<file path="src/hdl/nss_pkg.sv">
/*
  constants, types and register map of the network node status supervisor.
  assumes a 10 MHz system clock and a 12-bit APB byte address.
*/
`default_nettype none
package nss_pkg;
  // timing
  localparam int unsigned CLK_HZ        = 10_000_000;
  localparam int unsigned LED_PHASE_MS  = 500;
  localparam int unsigned LED_PHASE_CYC = CLK_HZ / 1000 * LED_PHASE_MS;

  // register byte offsets
  localparam logic [11:0] REG_CTRL     = 12'h000;
  localparam logic [11:0] REG_STATUS   = 12'h004;
  localparam logic [11:0] REG_IRQ_STAT = 12'h008;
  localparam logic [11:0] REG_IRQ_MASK = 12'h00C;
  localparam logic [11:0] REG_NODE_CFG = 12'h010;
  localparam logic [11:0] REG_SAFE_SEL = 12'h018;
  localparam logic [11:0] REG_ASSY     = 12'h01C;
  localparam logic [11:0] REG_CH_BASE  = 12'h020;
  localparam int unsigned NUM_CH       = 5;

  // field positions
  localparam int unsigned CTRL_START_BIT = 0;
  localparam int unsigned CTRL_STOP_BIT  = 1;
  localparam int unsigned ADDR_LSB       = 0;
  localparam int unsigned RATE_LSB       = 8;
  localparam int unsigned PEND_ADDR_LSB  = 16;
  localparam int unsigned PEND_RATE_LSB  = 24;
  localparam int unsigned SAFE_LSB       = 0;
  localparam int unsigned PAPP_LSB       = 8;
  localparam int unsigned FCAL_LSB       = 12;
  localparam int unsigned IN_ASSY_LSB    = 0;
  localparam int unsigned OUT_ASSY_LSB   = 8;
  localparam int unsigned DTYPE_LSB      = 0;
  localparam int unsigned UNITS_LSB      = 16;
  localparam int unsigned IRQ_EXEC       = 0;
  localparam int unsigned IRQ_READY      = 1;
  localparam int unsigned IRQ_CONN       = 2;
  localparam int unsigned IRQ_POLL       = 3;
  localparam int unsigned IRQ_W          = 4;

  // reset values and codes
  localparam logic [7:0]  DEV_IDLE       = 8'h02;
  localparam logic [7:0]  DEV_EXEC       = 8'h04;
  localparam logic [7:0]  DTYPE_INT      = 8'hC3;
  localparam logic [15:0] UNITS_COUNTS   = 16'h1001;
  localparam logic [7:0]  SAFE_CLOSE     = 8'h00;
  localparam logic [3:0]  SEL_DEF        = 4'h1;
  localparam logic [3:0]  SEL_MAX        = 4'hA;
  localparam logic [7:0]  IN_ASSY_DEF    = 8'h02;
  localparam logic [7:0]  OUT_ASSY_DEF   = 8'h07;
  localparam logic [3:0]  OUT_ASSY_BYTES = 4'h2;
  localparam logic [5:0]  NODE_ADDR_DEF  = 6'h3F;
  localparam logic [6:0]  NODE_ADDR_MAX  = 7'h3F;
  localparam logic [1:0]  RATE_500K      = 2'h2;
  localparam logic [1:0]  RATE_PROG      = 2'h3;

  typedef enum logic [1:0] {
    COL_OFF   = 2'b00,
    COL_RED   = 2'b01,
    COL_GREEN = 2'b10
  } nss_colour_e;

  typedef enum logic [1:0] {
    M_TEST_RED   = 2'b00,
    M_TEST_GREEN = 2'b01,
    M_SELF_TEST  = 2'b10,
    M_READY      = 2'b11
  } nss_mod_state_e;

  typedef enum logic [2:0] {
    N_TEST_RED   = 3'b000,
    N_TEST_GREEN = 3'b001,
    N_DARK       = 3'b010,
    N_FLASH      = 3'b011,
    N_STEADY     = 3'b100
  } nss_net_state_e;

  typedef struct packed {
    logic red;
    logic green;
  } nss_led_s;

  typedef struct packed {
    logic [7:0]  status;
    logic [15:0] pressure;
  } nss_poll_resp_s;
endpackage
`default_nettype wire

</file>
<file path="src/hdl/nss_supervisor.sv">
/*
  network node status supervisor: indicator sequencing, idle/executing
  state, poll answer, factory defaults and an APB register file.
  assumes all status inputs are synchronous to clk_sys_i.
*/
// The placing of the registers and the APB register port were decided locally.
// Summary of operation
// at power-up both indicators show red, then green, before anything else
// module indicator alternates red and green while self-test runs
// module indicator goes steady green when all self-tests pass
// network indicator stays dark until a peer finished duplicate address check
// network indicator flashes green and connections accepted once network recognised
// network indicator steady green while any connection is active
// every valid poll with setpoint is answered with status and pressure
// default poll assemblies are input instance 2 and output instance 7
// device state reads two when idle and four when executing
// idle holds safe mode with the control loop off
// idle goes executing on start service or first valid poll
// default data type of the five values is 16-bit signed integer
// default data units of the five values is counts
// valve safe state defaults to zero, closing valve in safe state
// application and calibration selectors pick one of ten, default one
// address and bit rate changes apply only after next power cycle; reset restores pending defaults, so written values never apply
// node address ranges 0 to 63 and defaults to 63
// each indicator is off, red or green, never red and green
`timescale 1ns/1ns
`default_nettype none
module nss_supervisor
  import nss_pkg::*;
#(
  parameter int unsigned PHASE_CYC = LED_PHASE_CYC
) (
  input  wire logic           clk_sys_i,
  input  wire logic           sys_rst_i,
  input  wire logic [11:0]    paddr_i,
  input  wire logic           psel_i,
  input  wire logic           penable_i,
  input  wire logic           pwrite_i,
  input  wire logic [31:0]    pwdata_i,
  output var  logic [31:0]    prdata_o,
  output logic                pready_o,
  output logic                pslverr_o,
  input  wire logic           self_test_pass_i,
  input  wire logic           peer_seen_i,
  input  wire logic           net_ok_i,
  input  wire logic           conn_active_i,
  input  wire logic           poll_req_i,
  input  wire logic [3:0]     poll_len_i,
  input  wire logic [15:0]    poll_setpoint_i,
  input  wire logic [15:0]    pressure_i,
  input  wire logic [6:0]     node_addr_sw_i,
  input  wire logic [1:0]     rate_sw_i,
  output var  nss_led_s       mod_led_o,
  output var  nss_led_s       net_led_o,
  output logic                conn_accept_o,
  output logic [7:0]          dev_state_o,
  output var  logic           ctrl_loop_en_o,
  output var  logic           valve_close_o,
  output var  logic [15:0]    setpoint_o,
  output var  logic           poll_resp_valid_o,
  output var  nss_poll_resp_s poll_resp_o,
  output var  logic [5:0]     node_addr_o,
  output var  logic [1:0]     bit_rate_o,
  output logic                irq_o
);

  // phase timer shared by test, blink and flash
  logic [22:0]    phase_cnt;
  logic           blink;
  wire            tick = (phase_cnt == 23'(PHASE_CYC - 1));

  always_ff @(posedge clk_sys_i or posedge sys_rst_i) begin
    if (sys_rst_i) begin
      phase_cnt <= 23'h000000;
      blink     <= 1'b0;
    end else begin
      phase_cnt <= tick ? 23'h000000 : phase_cnt + 23'h000001;
      blink     <= tick ? ~blink : blink;
    end
  end

  // module status indicator sequence
  nss_mod_state_e mod_state;
  nss_mod_state_e next_mod_state;
  nss_colour_e    mod_col;

  always_comb begin
    next_mod_state = mod_state;
    case (mod_state)
      M_TEST_RED:   if (tick) next_mod_state = M_TEST_GREEN;
      M_TEST_GREEN: if (tick) next_mod_state = M_SELF_TEST;
      M_SELF_TEST:  if (self_test_pass_i) next_mod_state = M_READY;
      M_READY:      next_mod_state = M_READY;
      default:      next_mod_state = M_TEST_RED;
    endcase
  end

  always_comb begin
    case (mod_state)
      M_TEST_RED:   mod_col = COL_RED;
      M_TEST_GREEN: mod_col = COL_GREEN;
      M_SELF_TEST:  mod_col = blink ? COL_RED : COL_GREEN;
      M_READY:      mod_col = COL_GREEN;
      default:      mod_col = COL_OFF;
    endcase
  end

  // network status indicator sequence
  nss_net_state_e net_state;
  nss_net_state_e next_net_state;
  nss_colour_e    net_col;
  wire            net_seen = peer_seen_i && net_ok_i;

  always_comb begin
    next_net_state = net_state;
    case (net_state)
      N_TEST_RED:   if (tick) next_net_state = N_TEST_GREEN;
      N_TEST_GREEN: if (tick) next_net_state = N_DARK;
      N_DARK:       if (net_seen) next_net_state = N_FLASH;
      N_FLASH: begin
        if (!net_seen) next_net_state = N_DARK;
        else if (conn_active_i) next_net_state = N_STEADY;
      end
      N_STEADY: begin
        if (!net_seen) next_net_state = N_DARK;
        else if (!conn_active_i) next_net_state = N_FLASH;
      end
      default:      next_net_state = N_TEST_RED;
    endcase
  end

  always_comb begin
    case (net_state)
      N_TEST_RED:   net_col = COL_RED;
      N_TEST_GREEN: net_col = COL_GREEN;
      N_FLASH:      net_col = blink ? COL_GREEN : COL_OFF;
      N_STEADY:     net_col = COL_GREEN;
      default:      net_col = COL_OFF;
    endcase
  end

  assign conn_accept_o = (net_state == N_FLASH) || (net_state == N_STEADY);

  always_ff @(posedge clk_sys_i or posedge sys_rst_i) begin
    if (sys_rst_i) begin
      mod_state <= M_TEST_RED;
      net_state <= N_TEST_RED;
      mod_led_o <= '0;
      net_led_o <= '0;
    end else begin
      mod_state <= next_mod_state;
      net_state <= next_net_state;
      mod_led_o <= '{red: mod_col == COL_RED, green: mod_col == COL_GREEN};
      net_led_o <= '{red: net_col == COL_RED, green: net_col == COL_GREEN};
    end
  end

  // apb decode
  wire        acc    = psel_i && penable_i;
  wire        wr     = acc && pwrite_i;
  wire        ch_hit = (paddr_i[11:5] == REG_CH_BASE[11:5]) && (paddr_i[1:0] == 2'b00)
                       && (paddr_i[4:2] < 3'(NUM_CH));
  wire [2:0]  ch_idx = paddr_i[4:2];
  wire        hit_ctrl = (paddr_i == REG_CTRL);
  wire        hit_stat = (paddr_i == REG_STATUS);
  wire        hit_istat = (paddr_i == REG_IRQ_STAT);
  wire        hit_imask = (paddr_i == REG_IRQ_MASK);
  wire        hit_node = (paddr_i == REG_NODE_CFG);
  wire        hit_safe = (paddr_i == REG_SAFE_SEL);
  wire        hit_assy = (paddr_i == REG_ASSY);
  wire        hit_any  = hit_ctrl || hit_stat || hit_istat || hit_imask || hit_node
                         || hit_safe || hit_assy || ch_hit;
  wire        start_wr = wr && hit_ctrl && pwdata_i[CTRL_START_BIT];
  wire        stop_wr  = wr && hit_ctrl && pwdata_i[CTRL_STOP_BIT];

  assign pready_o  = 1'b1;
  assign pslverr_o = acc && !hit_any;

  // idle / executing state
  logic exec;
  wire  valid_poll = poll_req_i && conn_active_i && (poll_len_i == OUT_ASSY_BYTES);
  wire  next_exec  = (start_wr || valid_poll) ? 1'b1 : (stop_wr ? 1'b0 : exec);

  assign dev_state_o = exec ? DEV_EXEC : DEV_IDLE;

  // configuration
  logic [7:0]  valve_safe;
  logic [3:0]  press_app;
  logic [3:0]  flow_cal;
  logic [7:0]  in_assy;
  logic [7:0]  out_assy;
  logic [5:0]  pend_addr;
  logic [1:0]  pend_rate;
  logic        cfg_latched;
  logic [7:0]  ch_dtype [NUM_CH];
  logic [15:0] ch_units [NUM_CH];
  wire  [3:0]  wr_papp = pwdata_i[PAPP_LSB +: 4];
  wire  [3:0]  wr_fcal = pwdata_i[FCAL_LSB +: 4];
  wire         papp_ok = (wr_papp != 4'h0) && (wr_papp <= SEL_MAX);
  wire         fcal_ok = (wr_fcal != 4'h0) && (wr_fcal <= SEL_MAX);
  wire  [7:0]  next_valve_safe = (wr && hit_safe) ? pwdata_i[SAFE_LSB +: 8] : valve_safe;

  always_ff @(posedge clk_sys_i or posedge sys_rst_i) begin
    if (sys_rst_i) begin
      valve_safe <= SAFE_CLOSE;
      press_app  <= SEL_DEF;
      flow_cal   <= SEL_DEF;
      in_assy    <= IN_ASSY_DEF;
      out_assy   <= OUT_ASSY_DEF;
    end else begin
      if (wr && hit_safe) begin
        valve_safe <= next_valve_safe;
        press_app  <= papp_ok ? wr_papp : press_app;
        flow_cal   <= fcal_ok ? wr_fcal : flow_cal;
      end
      if (wr && hit_assy && !conn_active_i) begin
        in_assy  <= pwdata_i[IN_ASSY_LSB +: 8];
        out_assy <= pwdata_i[OUT_ASSY_LSB +: 8];
      end
    end
  end

  genvar gi;
  generate
    for (gi = 0; gi < NUM_CH; gi++) begin : g_ch
      wire ch_wr = wr && ch_hit && (ch_idx == 3'(gi)) && !conn_active_i;
      always_ff @(posedge clk_sys_i or posedge sys_rst_i) begin
        if (sys_rst_i) begin
          ch_dtype[gi] <= DTYPE_INT;
          ch_units[gi] <= UNITS_COUNTS;
        end else if (ch_wr) begin
          ch_dtype[gi] <= pwdata_i[DTYPE_LSB +: 8];
          ch_units[gi] <= pwdata_i[UNITS_LSB +: 16];
        end
      end
    end
  endgenerate

  // address and rate: latched once after reset from the switches or from the pending values, which reset returns to their defaults
  wire       sw_addr_ok = (node_addr_sw_i <= NODE_ADDR_MAX);
  wire [5:0] boot_addr  = sw_addr_ok ? node_addr_sw_i[5:0] : pend_addr;
  wire [1:0] boot_rate  = (rate_sw_i != RATE_PROG) ? rate_sw_i : pend_rate;

  always_ff @(posedge clk_sys_i or posedge sys_rst_i) begin
    if (sys_rst_i) begin
      pend_addr   <= NODE_ADDR_DEF;
      pend_rate   <= RATE_500K;
      cfg_latched <= 1'b0;
      node_addr_o <= NODE_ADDR_DEF;
      bit_rate_o  <= RATE_500K;
    end else begin
      if (wr && hit_node) begin
        pend_addr <= pwdata_i[PEND_ADDR_LSB +: 6];
        pend_rate <= pwdata_i[PEND_RATE_LSB +: 2];
      end
      cfg_latched <= 1'b1;
      if (!cfg_latched) begin
        node_addr_o <= boot_addr;
        bit_rate_o  <= boot_rate;
      end
    end
  end

  // poll exchange and control outputs
  always_ff @(posedge clk_sys_i or posedge sys_rst_i) begin
    if (sys_rst_i) begin
      exec              <= 1'b0;
      ctrl_loop_en_o    <= 1'b0;
      valve_close_o     <= 1'b1;
      setpoint_o        <= 16'h0000;
      poll_resp_valid_o <= 1'b0;
      poll_resp_o       <= '0;
    end else begin
      exec              <= next_exec;
      ctrl_loop_en_o    <= next_exec;
      valve_close_o     <= !next_exec && (next_valve_safe == SAFE_CLOSE);
      poll_resp_valid_o <= valid_poll;
      if (valid_poll) begin
        setpoint_o  <= poll_setpoint_i;
        poll_resp_o <= '{status:   {6'h00, mod_state == M_READY, next_exec},
                         pressure: pressure_i};
      end
    end
  end

  // interrupts
  logic [IRQ_W-1:0] irq_stat;
  logic [IRQ_W-1:0] irq_mask;
  wire  [IRQ_W-1:0] irq_ev  = {valid_poll,
                               (net_state != N_STEADY) && (next_net_state == N_STEADY),
                               (mod_state != M_READY) && (next_mod_state == M_READY),
                               !exec && next_exec};
  wire  [IRQ_W-1:0] irq_clr = (wr && hit_istat) ? pwdata_i[IRQ_W-1:0] : '0;

  always_ff @(posedge clk_sys_i or posedge sys_rst_i) begin
    if (sys_rst_i) begin
      irq_stat <= '0;
      irq_mask <= '0;
    end else begin
      irq_stat <= (irq_stat & ~irq_clr) | irq_ev;
      if (wr && hit_imask) irq_mask <= pwdata_i[IRQ_W-1:0];
    end
  end

  assign irq_o = |(irq_stat & irq_mask);

  // read mux, sampled in the setup cycle
  wire [31:0] rd_ch   = (ch_idx < 3'(NUM_CH)) ?
                        {ch_units[ch_idx], 8'h00, ch_dtype[ch_idx]} : 32'h00000000;
  wire [31:0] rd_node = {6'h00, pend_rate, 2'h0, pend_addr, 6'h00, bit_rate_o,
                         2'h0, node_addr_o};
  wire [31:0] rd_safe = {16'h0000, flow_cal, press_app, valve_safe};
  wire [31:0] rd_stat = {16'h0000, 1'b0, net_state, 2'b00, mod_state, dev_state_o};
  wire [31:0] rd_data = hit_stat  ? rd_stat :
                        hit_istat ? {28'h0000000, irq_stat} :
                        hit_imask ? {28'h0000000, irq_mask} :
                        hit_node  ? rd_node :
                        hit_safe  ? rd_safe :
                        hit_assy  ? {16'h0000, out_assy, in_assy} :
                        ch_hit    ? rd_ch : 32'h00000000;

  always_ff @(posedge clk_sys_i or posedge sys_rst_i) begin
    if (sys_rst_i) prdata_o <= 32'h00000000;
    else if (psel_i && !penable_i) prdata_o <= rd_data;
  end

  // checks
  chk_led_exclusive: assert property (@(posedge clk_sys_i) disable iff (sys_rst_i)
    !(mod_led_o.red && mod_led_o.green) && !(net_led_o.red && net_led_o.green))
    else $error("indicator lit red and green together");

  chk_test_first: assert property (@(posedge clk_sys_i) disable iff (sys_rst_i)
    (mod_state == M_TEST_RED) |=> mod_led_o.red || (mod_state == M_TEST_GREEN))
    else $error("indicator test not red first");

  chk_mod_ready: assert property (@(posedge clk_sys_i) disable iff (sys_rst_i)
    (mod_state == M_SELF_TEST && self_test_pass_i) |=> ##1 mod_led_o.green
    && !mod_led_o.red)
    else $error("module indicator not green after self-test");

  chk_net_dark: assert property (@(posedge clk_sys_i) disable iff (sys_rst_i)
    (net_state == N_DARK && !net_seen) |=> ##1 !net_led_o.red && !net_led_o.green)
    else $error("network indicator lit while alone");

  chk_net_steady: assert property (@(posedge clk_sys_i) disable iff (sys_rst_i)
    (net_state == N_STEADY) [*3] |-> net_led_o.green)
    else $error("network indicator not steady with connection");

  chk_state_code: assert property (@(posedge clk_sys_i) disable iff (sys_rst_i)
    dev_state_o == (ctrl_loop_en_o ? DEV_EXEC : DEV_IDLE))
    else $error("device state code wrong");

  chk_idle_safe: assert property (@(posedge clk_sys_i) disable iff (sys_rst_i)
    !exec |-> !ctrl_loop_en_o && (valve_close_o == (valve_safe == SAFE_CLOSE)))
    else $error("idle without safe mode");

  chk_poll_start: assert property (@(posedge clk_sys_i) disable iff (sys_rst_i)
    (valid_poll || start_wr) |=> dev_state_o == DEV_EXEC)
    else $error("start trigger did not enter executing");

  chk_poll_answer: assert property (@(posedge clk_sys_i) disable iff (sys_rst_i)
    valid_poll |=> poll_resp_valid_o && poll_resp_o.pressure == $past(pressure_i)
    && setpoint_o == $past(poll_setpoint_i))
    else $error("poll not answered");

  chk_addr_hold: assert property (@(posedge clk_sys_i) disable iff (sys_rst_i)
    cfg_latched |=> $stable(node_addr_o) && $stable(bit_rate_o))
    else $error("address changed without power cycle");

  chk_sel_range: assert property (@(posedge clk_sys_i) disable iff (sys_rst_i)
    press_app != 4'h0 && press_app <= SEL_MAX && flow_cal != 4'h0 && flow_cal <= SEL_MAX)
    else $error("selector out of range");

endmodule // nss_supervisor
`default_nettype wire
</file>
<file path="config.mk">
export PLATFORM = sky130hd
export DESIGN_NAME = nss_supervisor
export DESIGN_NICKNAME = d
export VERILOG_FILES = /design/src/hdl/nss_pkg.sv /design/src/hdl/nss_supervisor.sv
export SDC_FILE = /design/constraint.sdc
export NUM_CORES = 1
export LEC_CHECK = 0
export BUFFER_PORTS_ARGS = -buffer_cell sky130_fd_sc_hd__buf_4
export CAP_MARGIN = 10
export CORE_ASPECT_RATIO = 1.25
export CORE_MARGIN = 2
export CORE_UTILIZATION = 62
export CTS_CLUSTER_SIZE = 14
export DETAILED_ROUTE_END_ITERATION = 12
export GPL_TIMING_DRIVEN = 0
export PLACE_DENSITY = 0.93
export SLEW_MARGIN = 20
export SYNTH_ARGS = -nofsm -noshare
export SYNTH_HDL_FRONTEND = slang
export SYNTH_SLANG_ARGS = --single-unit
export TNS_END_PERCENT = 30
</file>
<file path="constraint.sdc">
create_clock -name clk_sys_i -period 16.63 [get_ports clk_sys_i]
set_input_delay 0.8315 -clock clk_sys_i [delete_from_list [all_inputs] [get_ports clk_sys_i]]
set_output_delay 0.8315 -clock clk_sys_i [all_outputs]
set_load 0.005 [all_outputs]
</file>
==> results.json, run 1 <==
{
  "wirelength_um": 36130,
  "io_buffers": 179,
  "tightest_slew_ns": 1.001,
  "gp_congestion": 0.9531,
  "synth_area_um2": 12900,
  "status": "finished, final reports clean",
  "ys_seq_elements": 279,
  "cts_tree": "built",
  "synth_top_cell_by_area": "dfrtp_1",
  "rows": 59,
  "synth_edf_count": 0,
  "holdWs_ns": 0.3638,
  "slew_viol_final": 0,
  "cp_top_family": "simple AND/OR/NAND/NOR gates",
  "hpwl_um": 24400,
  "fin_crit_ns": 3.888,
  "htreeDepth": 1,
  "p_leak_uw": 0.007507,
  "vias_per_cell": 6.372,
  "ir_drop_uv": 80.24,
  "synthTopCellsByCount": "dfrtp_1, mux2_2, nand2_1",
  "cts_resized": 0,
  "nets": 1375,
  "rsz0062_at_grt": "no",
  "clock_skew_ns": 0.008477,
  "insertion_delay_ns": 0.53,
  "via_count": 9997,
  "detail-route-antenna-nets": 0,
  "initial_core_util_pct": 62.64,
  "crit_chain": "buf_4, or4_1, buf_2, nor4_2, a2111oi_0, buf_4",
  "drive_gt1_share_pct": 40.00,
  "diodes": 0,
  "setup_tns_ns": 0,
  "grt-ovfl-total": 0,
  "pin_count": 198,
  "max_cap_viol_count": 0,
  "start_kind": "primary input",
  "grt_max_degree": 116,
  "grt_first_pass_wirelength_um": 56470,
  "syn_area_per_cell_um2": 12.25,
  "worstPathMaxFanout": 6,
  "grt_pass1_vias": 10356,
  "hold_viol": 0,
  "p_total_uw": 1561,
  "dr.pass1.iters": 9,
  "critical_path_class": "in -> out",
  "grt_antenna_before_repair": 0,
  "powerDensity_nw_per_um2": 99.44,
  "cts_buffers": 27,
  "fin_crit_sh_pct": 23.38,
  "clock_path_buffers": 3,
  "ys_async_sr_fraction_pct": 100.0,
  "end_kind": "primary output",
  "cts_setup_buffers": 0,
  "netlist.area_leader.share_pct": 44.22,
  "max_freq_ghz": 0.2572,
  "required_ns": 15.80,
  "slowest_delay_ns": 0.71,
  "drcViolationCount": 0,
  "wl_per_cell_um": 23.03,
  "crit_arrival_ns": 3.06,
  "dieWidth_um": 133.0,
  "grtUsageTotal_pct": 32.97,
  "synth_cell_types": 64,
  "syn_inst": 1053,
  "synth-main-ff-cell": "dfrtp_1",
  "cts_sinks": 279,
  "setup_viol": 0,
  "relSlewSlack_pct": 32.62,
  "synth.most_common_cell": "dfrtp_1",
  "worstHoldPathType": "in -> async",
  "coreArea_um2": 20600,
  "cp_slowest_cell": "nor4_2",
  "synthTopCellsByArea": "dfrtp_1, mux2_2, dfstp_2",
  "dieArea_um2": 21980,
  "placed_cells": 1520,
  "final_cells": 1569,
  "die_h_um": 165.3,
  "root_buffer": "clkbuf_16",
  "dr.first_iter.drc_count": 1112,
  "cp_common_cell": "buf_4",
  "ys_seq_area_share_pct": 54.61,
  "ctsHoldBuffers": 0,
  "cts.clk_slew.worst_paths_ns": 0.06,
  "synth_warnings": 0,
  "worst-path-buf-inv": 3,
  "area_delta_synth_final_pct": 21.71
}
-- where the power goes --
| group | internal, uW | switching, uW | leakage [uW] |
|---|---|---|---|
| Combinational | 69.9 | 74.7 | 0.00341 |
| Clock | 433 | 262 | 0.000496 |
| Sequential | 704 | 18.5 | 0.00360 |
| Total | 1210 | 355 | 0.00751 |
-- final cells by class --
| cell class | count | area (um2) |
|---|---|---|
| tap | 274 | 342.8 |
| sequential | 279 | 7046 |
| inverter | 15 | 63.81 |
| fill | 1212 | 4893 |
| multi-input combinational | 694 | 5441 |
| buffer | 77 | 402.9 |
| clock inverter | 11 | 230.2 |
| timing repair buffer | 181 | 1399 |
| clock buffer | 38 | 777.0 |
-- logic make-up after synthesis --
kind of cell	after synthesis	synth area share (%)
fa+ha+maj	1	0.09697
compound gates	174	8.486
simple gates	260	10.46
mux	225	21.37
flops	279	54.61
buf+inv	92	3.559
other cells	2	0.05821
xor+xnor	20	1.358
-- flip-flops by register name, summed over array words and instances (netlist names), 2 cells and up --
signal       cells
ch_units        80
ch_dtype        40
prdata_o        32
phase_cnt       23
poll_resp_o     18
setpoint_o      16
in_assy          8
out_assy         8
valve_safe       8
node_addr_o      6
pend_addr        6
flow_cal         4
irq_mask         4
irq_stat         4
press_app        4
net_state        3
bit_rate_o       2
mod_led_o        2
mod_state        2
net_led_o        2
pend_rate        2
-- metrics by stage --
step	utilization [%]	instance area, um2	setup slack (ns)
finish	76.24	15700	12.74
global route	76.24	15700	12.75
CTS	76.24	15700	12.84
detailed placement	71.35	14700	12.87
global placement	71.05	14630	5.601
floorplan	-	12950	8.189
-- placed cells by master, fill, tap and decap left out, types with 7 or more instances in the layout --
cell	n
mux2i_1	26
bufinv_16	7
clkbuf_16	27
clkbuf_1	44
mux2_2	158
dfrtp_1	228
buf_4	201
o21ai_0	57
nand4_1	7
a21oi_1	49
dfstp_2	51
mux2_4	20
nor2b_1	15
xnor2_1	13
mux4_2	16
conb_1	14
nor2_1	32
nor4_1	7
buf_2	7
and3_1	23
nand2b_1	9
nand2_1	90
a22oi_1	17
nor3_1	17
nand3_1	28
xor2_1	7
inv_1	13
-- per-layer routing --
layer  part of all wire, %  track usage [%]  routed length (um)  vias up
li1                      -                -                   -     4228
met5                     0                0                   0        -
met3                   9.4            6.563                3399      148
met4                   4.7            16.03                1693        0
met1                    36            40.77               13050     5015
met2                    50            56.05               17990      606
-- final timing paths --
path | depth (start not counted) | endpoint | startpoint | slack, ns
hold reg to reg | 2 | prdata_o[15] | prdata_o[15] | 0.48
max in group asynchronous | 3 | ch_units[28] | sys_rst_i | 15.30
min in group clk_sys_i | 2 | prdata_o[15] | prdata_o[15] | 0.48
setup / recovery | 6 | pslverr_o | paddr_i[8] | 12.74
hold / removal | 2 | poll_resp_o[1] | sys_rst_i | 0.36
setup reg to reg | 5 | blink | phase_cnt[10] | 14.10
(Power assumes the default switching activity.)
==> run 2: changes to the inputs <==
--- a/config.mk
+++ b/config.mk
@@ -9,11 +9,11 @@
 export CAP_MARGIN = 10
 export CORE_ASPECT_RATIO = 1.25
 export CORE_MARGIN = 2
-export CORE_UTILIZATION = 62
+export CORE_UTILIZATION = 57
 export CTS_CLUSTER_SIZE = 14
 export DETAILED_ROUTE_END_ITERATION = 12
 export GPL_TIMING_DRIVEN = 0
-export PLACE_DENSITY = 0.93
+export PLACE_DENSITY = 0.87
 export SLEW_MARGIN = 20
 export SYNTH_ARGS = -nofsm -noshare
 export SYNTH_HDL_FRONTEND = slang
==> constraint.sdc (replaced) <==
create_clock -name clk_sys_i -period 3.65 [get_ports clk_sys_i]
set_input_delay 0.1825 -clock clk_sys_i [delete_from_list [all_inputs] [get_ports clk_sys_i]]
set_output_delay 0.1825 -clock clk_sys_i [all_outputs]
set_load 0.005 [all_outputs]
==> results.json, run 2 (synthesized netlist as in run 1, its figures left out) <==
{
  "grt_first_pass_wirelength_um": 57970,
  "fin_crit_ns": 2.847,
  "utilization_pct": 73.91,
  "die_h_um": 172.2,
  "htreeDepth": 1,
  "placed_cells": 1536,
  "vias_per_cell": 6.136,
  "setup_viol": 0,
  "initial_core_util_pct": 58.09,
  "critical_path_class": "in -> reg",
  "root_buffer": "clkbuf_16",
  "coreArea_um2": 22210,
  "worstPathMaxFanout": 10,
  "regMostFlops": "ch_units",
  "worstHoldPathType": "in -> reg",
  "relSlewSlack_pct": 33.40,
  "hpwl_um": 24510,
  "largestRegisters": "ch_units: 80 flops, ch_dtype: 40 flops, prdata_o: 32 flops",
  "required_ns": 4.12,
  "dr.pass1.iters": 5,
  "area_delta_synth_final_pct": 27.24,
  "slew_viol_final": 0,
  "clock_path_buffers": 3,
  "grt_pass1_vias": 10549,
  "dieWidth_um": 138.6,
  "nets": 1448,
  "hold_viol": 0,
  "diodes": 0,
  "ir_drop_uv": 389.0,
  "detail-route-antenna-nets": 0,
  "powerDensity_nw_per_um2": 422.8,
  "drcViolationCount": 0,
  "final_cells": 1651,
  "max_cap_viol_count": 0,
  "crit_chain": "buf_4, nor4_1, nand4_1, clkbuf_1, nor2_1, a21oi_1, o311ai_0, dlygate4sd3_1",
  "status": "finished, final reports clean",
  "fin_crit_sh_pct": 78.01,
  "gp_congestion": 0.9731,
  "cp_slowest_cell": "nor4_1",
  "clock_skew_ns": 0.01244,
  "max_freq_ghz": 0.3512,
  "drive_gt1_share_pct": 38.30,
  "cts.clk_slew.worst_paths_ns": 0.07,
  "cts_sinks": 279,
  "wirelength_um": 37040,
  "io_buffers": 179,
  "slowest_delay_ns": 0.78,
  "final_cell_mix": "dfrtp_1, buf_4, mux2_2",
  "cts_tree": "built",
  "wl_per_cell_um": 22.44,
  "largest_register_ff_count": 80,
  "grt-ovfl-total": 0,
  "pin_count": 198,
  "end_kind": "flip-flop",
  "crit_arrival_ns": 3.32,
  "dr.first_iter.drc_count": 877,
  "start_kind": "primary input",
  "insertion_delay_ns": 0.53,
  "cts_setup_buffers": 0,
  "dieArea_um2": 23860,
  "rsz0062_at_grt": "no",
  "cts_buffers": 27,
  "final_common_cell": "dfrtp_1",
  "tightest_slew_ns": 0.9935,
  "rows": 61,
  "grtUsageTotal_pct": 31.02,
  "grt_max_degree": 37,
  "via_count": 10130,
  "grt_antenna_before_repair": 0,
  "p_leak_uw": 0.007790
}
-- run 2: power breakdown --
group	switching [uW]	internal, uW	total, uW
Sequential	86.1	3210	3290
Combinational	367	379	745
Clock	1200	1700	2900
Total	1660	5280	6940
-- run 2: timing repair --
| action | CTS | global route |
|---|---|---|
| hold buffers | 66 | 0 |
| gates resized for setup | 0 | 0 |
| endpoints found under the hold margin | 184 | 0 |
-- run 2: final cells by class --
cell class	instances	area [um2]
buffer	77	402.9
clock buffer	39	780.7
clock inverter	10	131.4
fill	1378	5794
inverter	15	60.06
multi-input combinational	694	5441
sequential	279	7046
tap	283	354.1
timing repair buffer	254	2200
-- run 2: through the flow --
| step | hold slack [ns] | power (uW) | TNS (ns) | area [um2] | setup slack (ns) |
|---|---|---|---|---|---|
| floorplan | 0.2879 | 3600 | -42.00 | 12950 | -0.1842 |
| global placement | 0.4158 | 3953 | -388.61 | 14650 | -1.667 |
| detailed placement | 0.2533 | 4004 | 0 | 14840 | 0.6923 |
| CTS | 0.009416 | 6911 | 0 | 16420 | 0.9452 |
| global route | 0.02041 | 7123 | 0 | 16420 | 0.5280 |
| finish | 0.01101 | 6940 | 0 | 16420 | 0.8027 |
-- run 2: per-layer routing --
metal,track usage [%],part of all wire [%]
met3,5.788,8.2
met2,54.02,50
met1,38.73,37
met4,12.33,3.9
met5,0,0
-- run 2: worst max-delay path, delay by kind of cell --
family | cells | cell delay (ns)
buffers and inverters | 3 | 1.07
AO/OA/AOI/OAI | 2 | 0.48
AND/OR/NAND/NOR | 3 | 1.58
-- run 2: path summary, 6_finish.rpt --
| kind | endpoint | cells after the start | startpoint | slack (ns) |
|---|---|---|---|---|
| max in group asynchronous | ch_dtype[30] | 8 | sys_rst_i | 1.94 |
| min in group asynchronous | poll_resp_o[11] | 3 | sys_rst_i | 0.26 |
| setup reg to reg | blink | 5 | phase_cnt[10] | 1.07 |
| hold reg to reg | phase_cnt[4] | 1 | phase_cnt[4] | 0.49 |
| setup / recovery | flow_cal[0] | 8 | paddr_i[1] | 0.80 |
| hold / removal | node_addr_o[1] | 3 | node_addr_sw_i[1] | 0.01 |
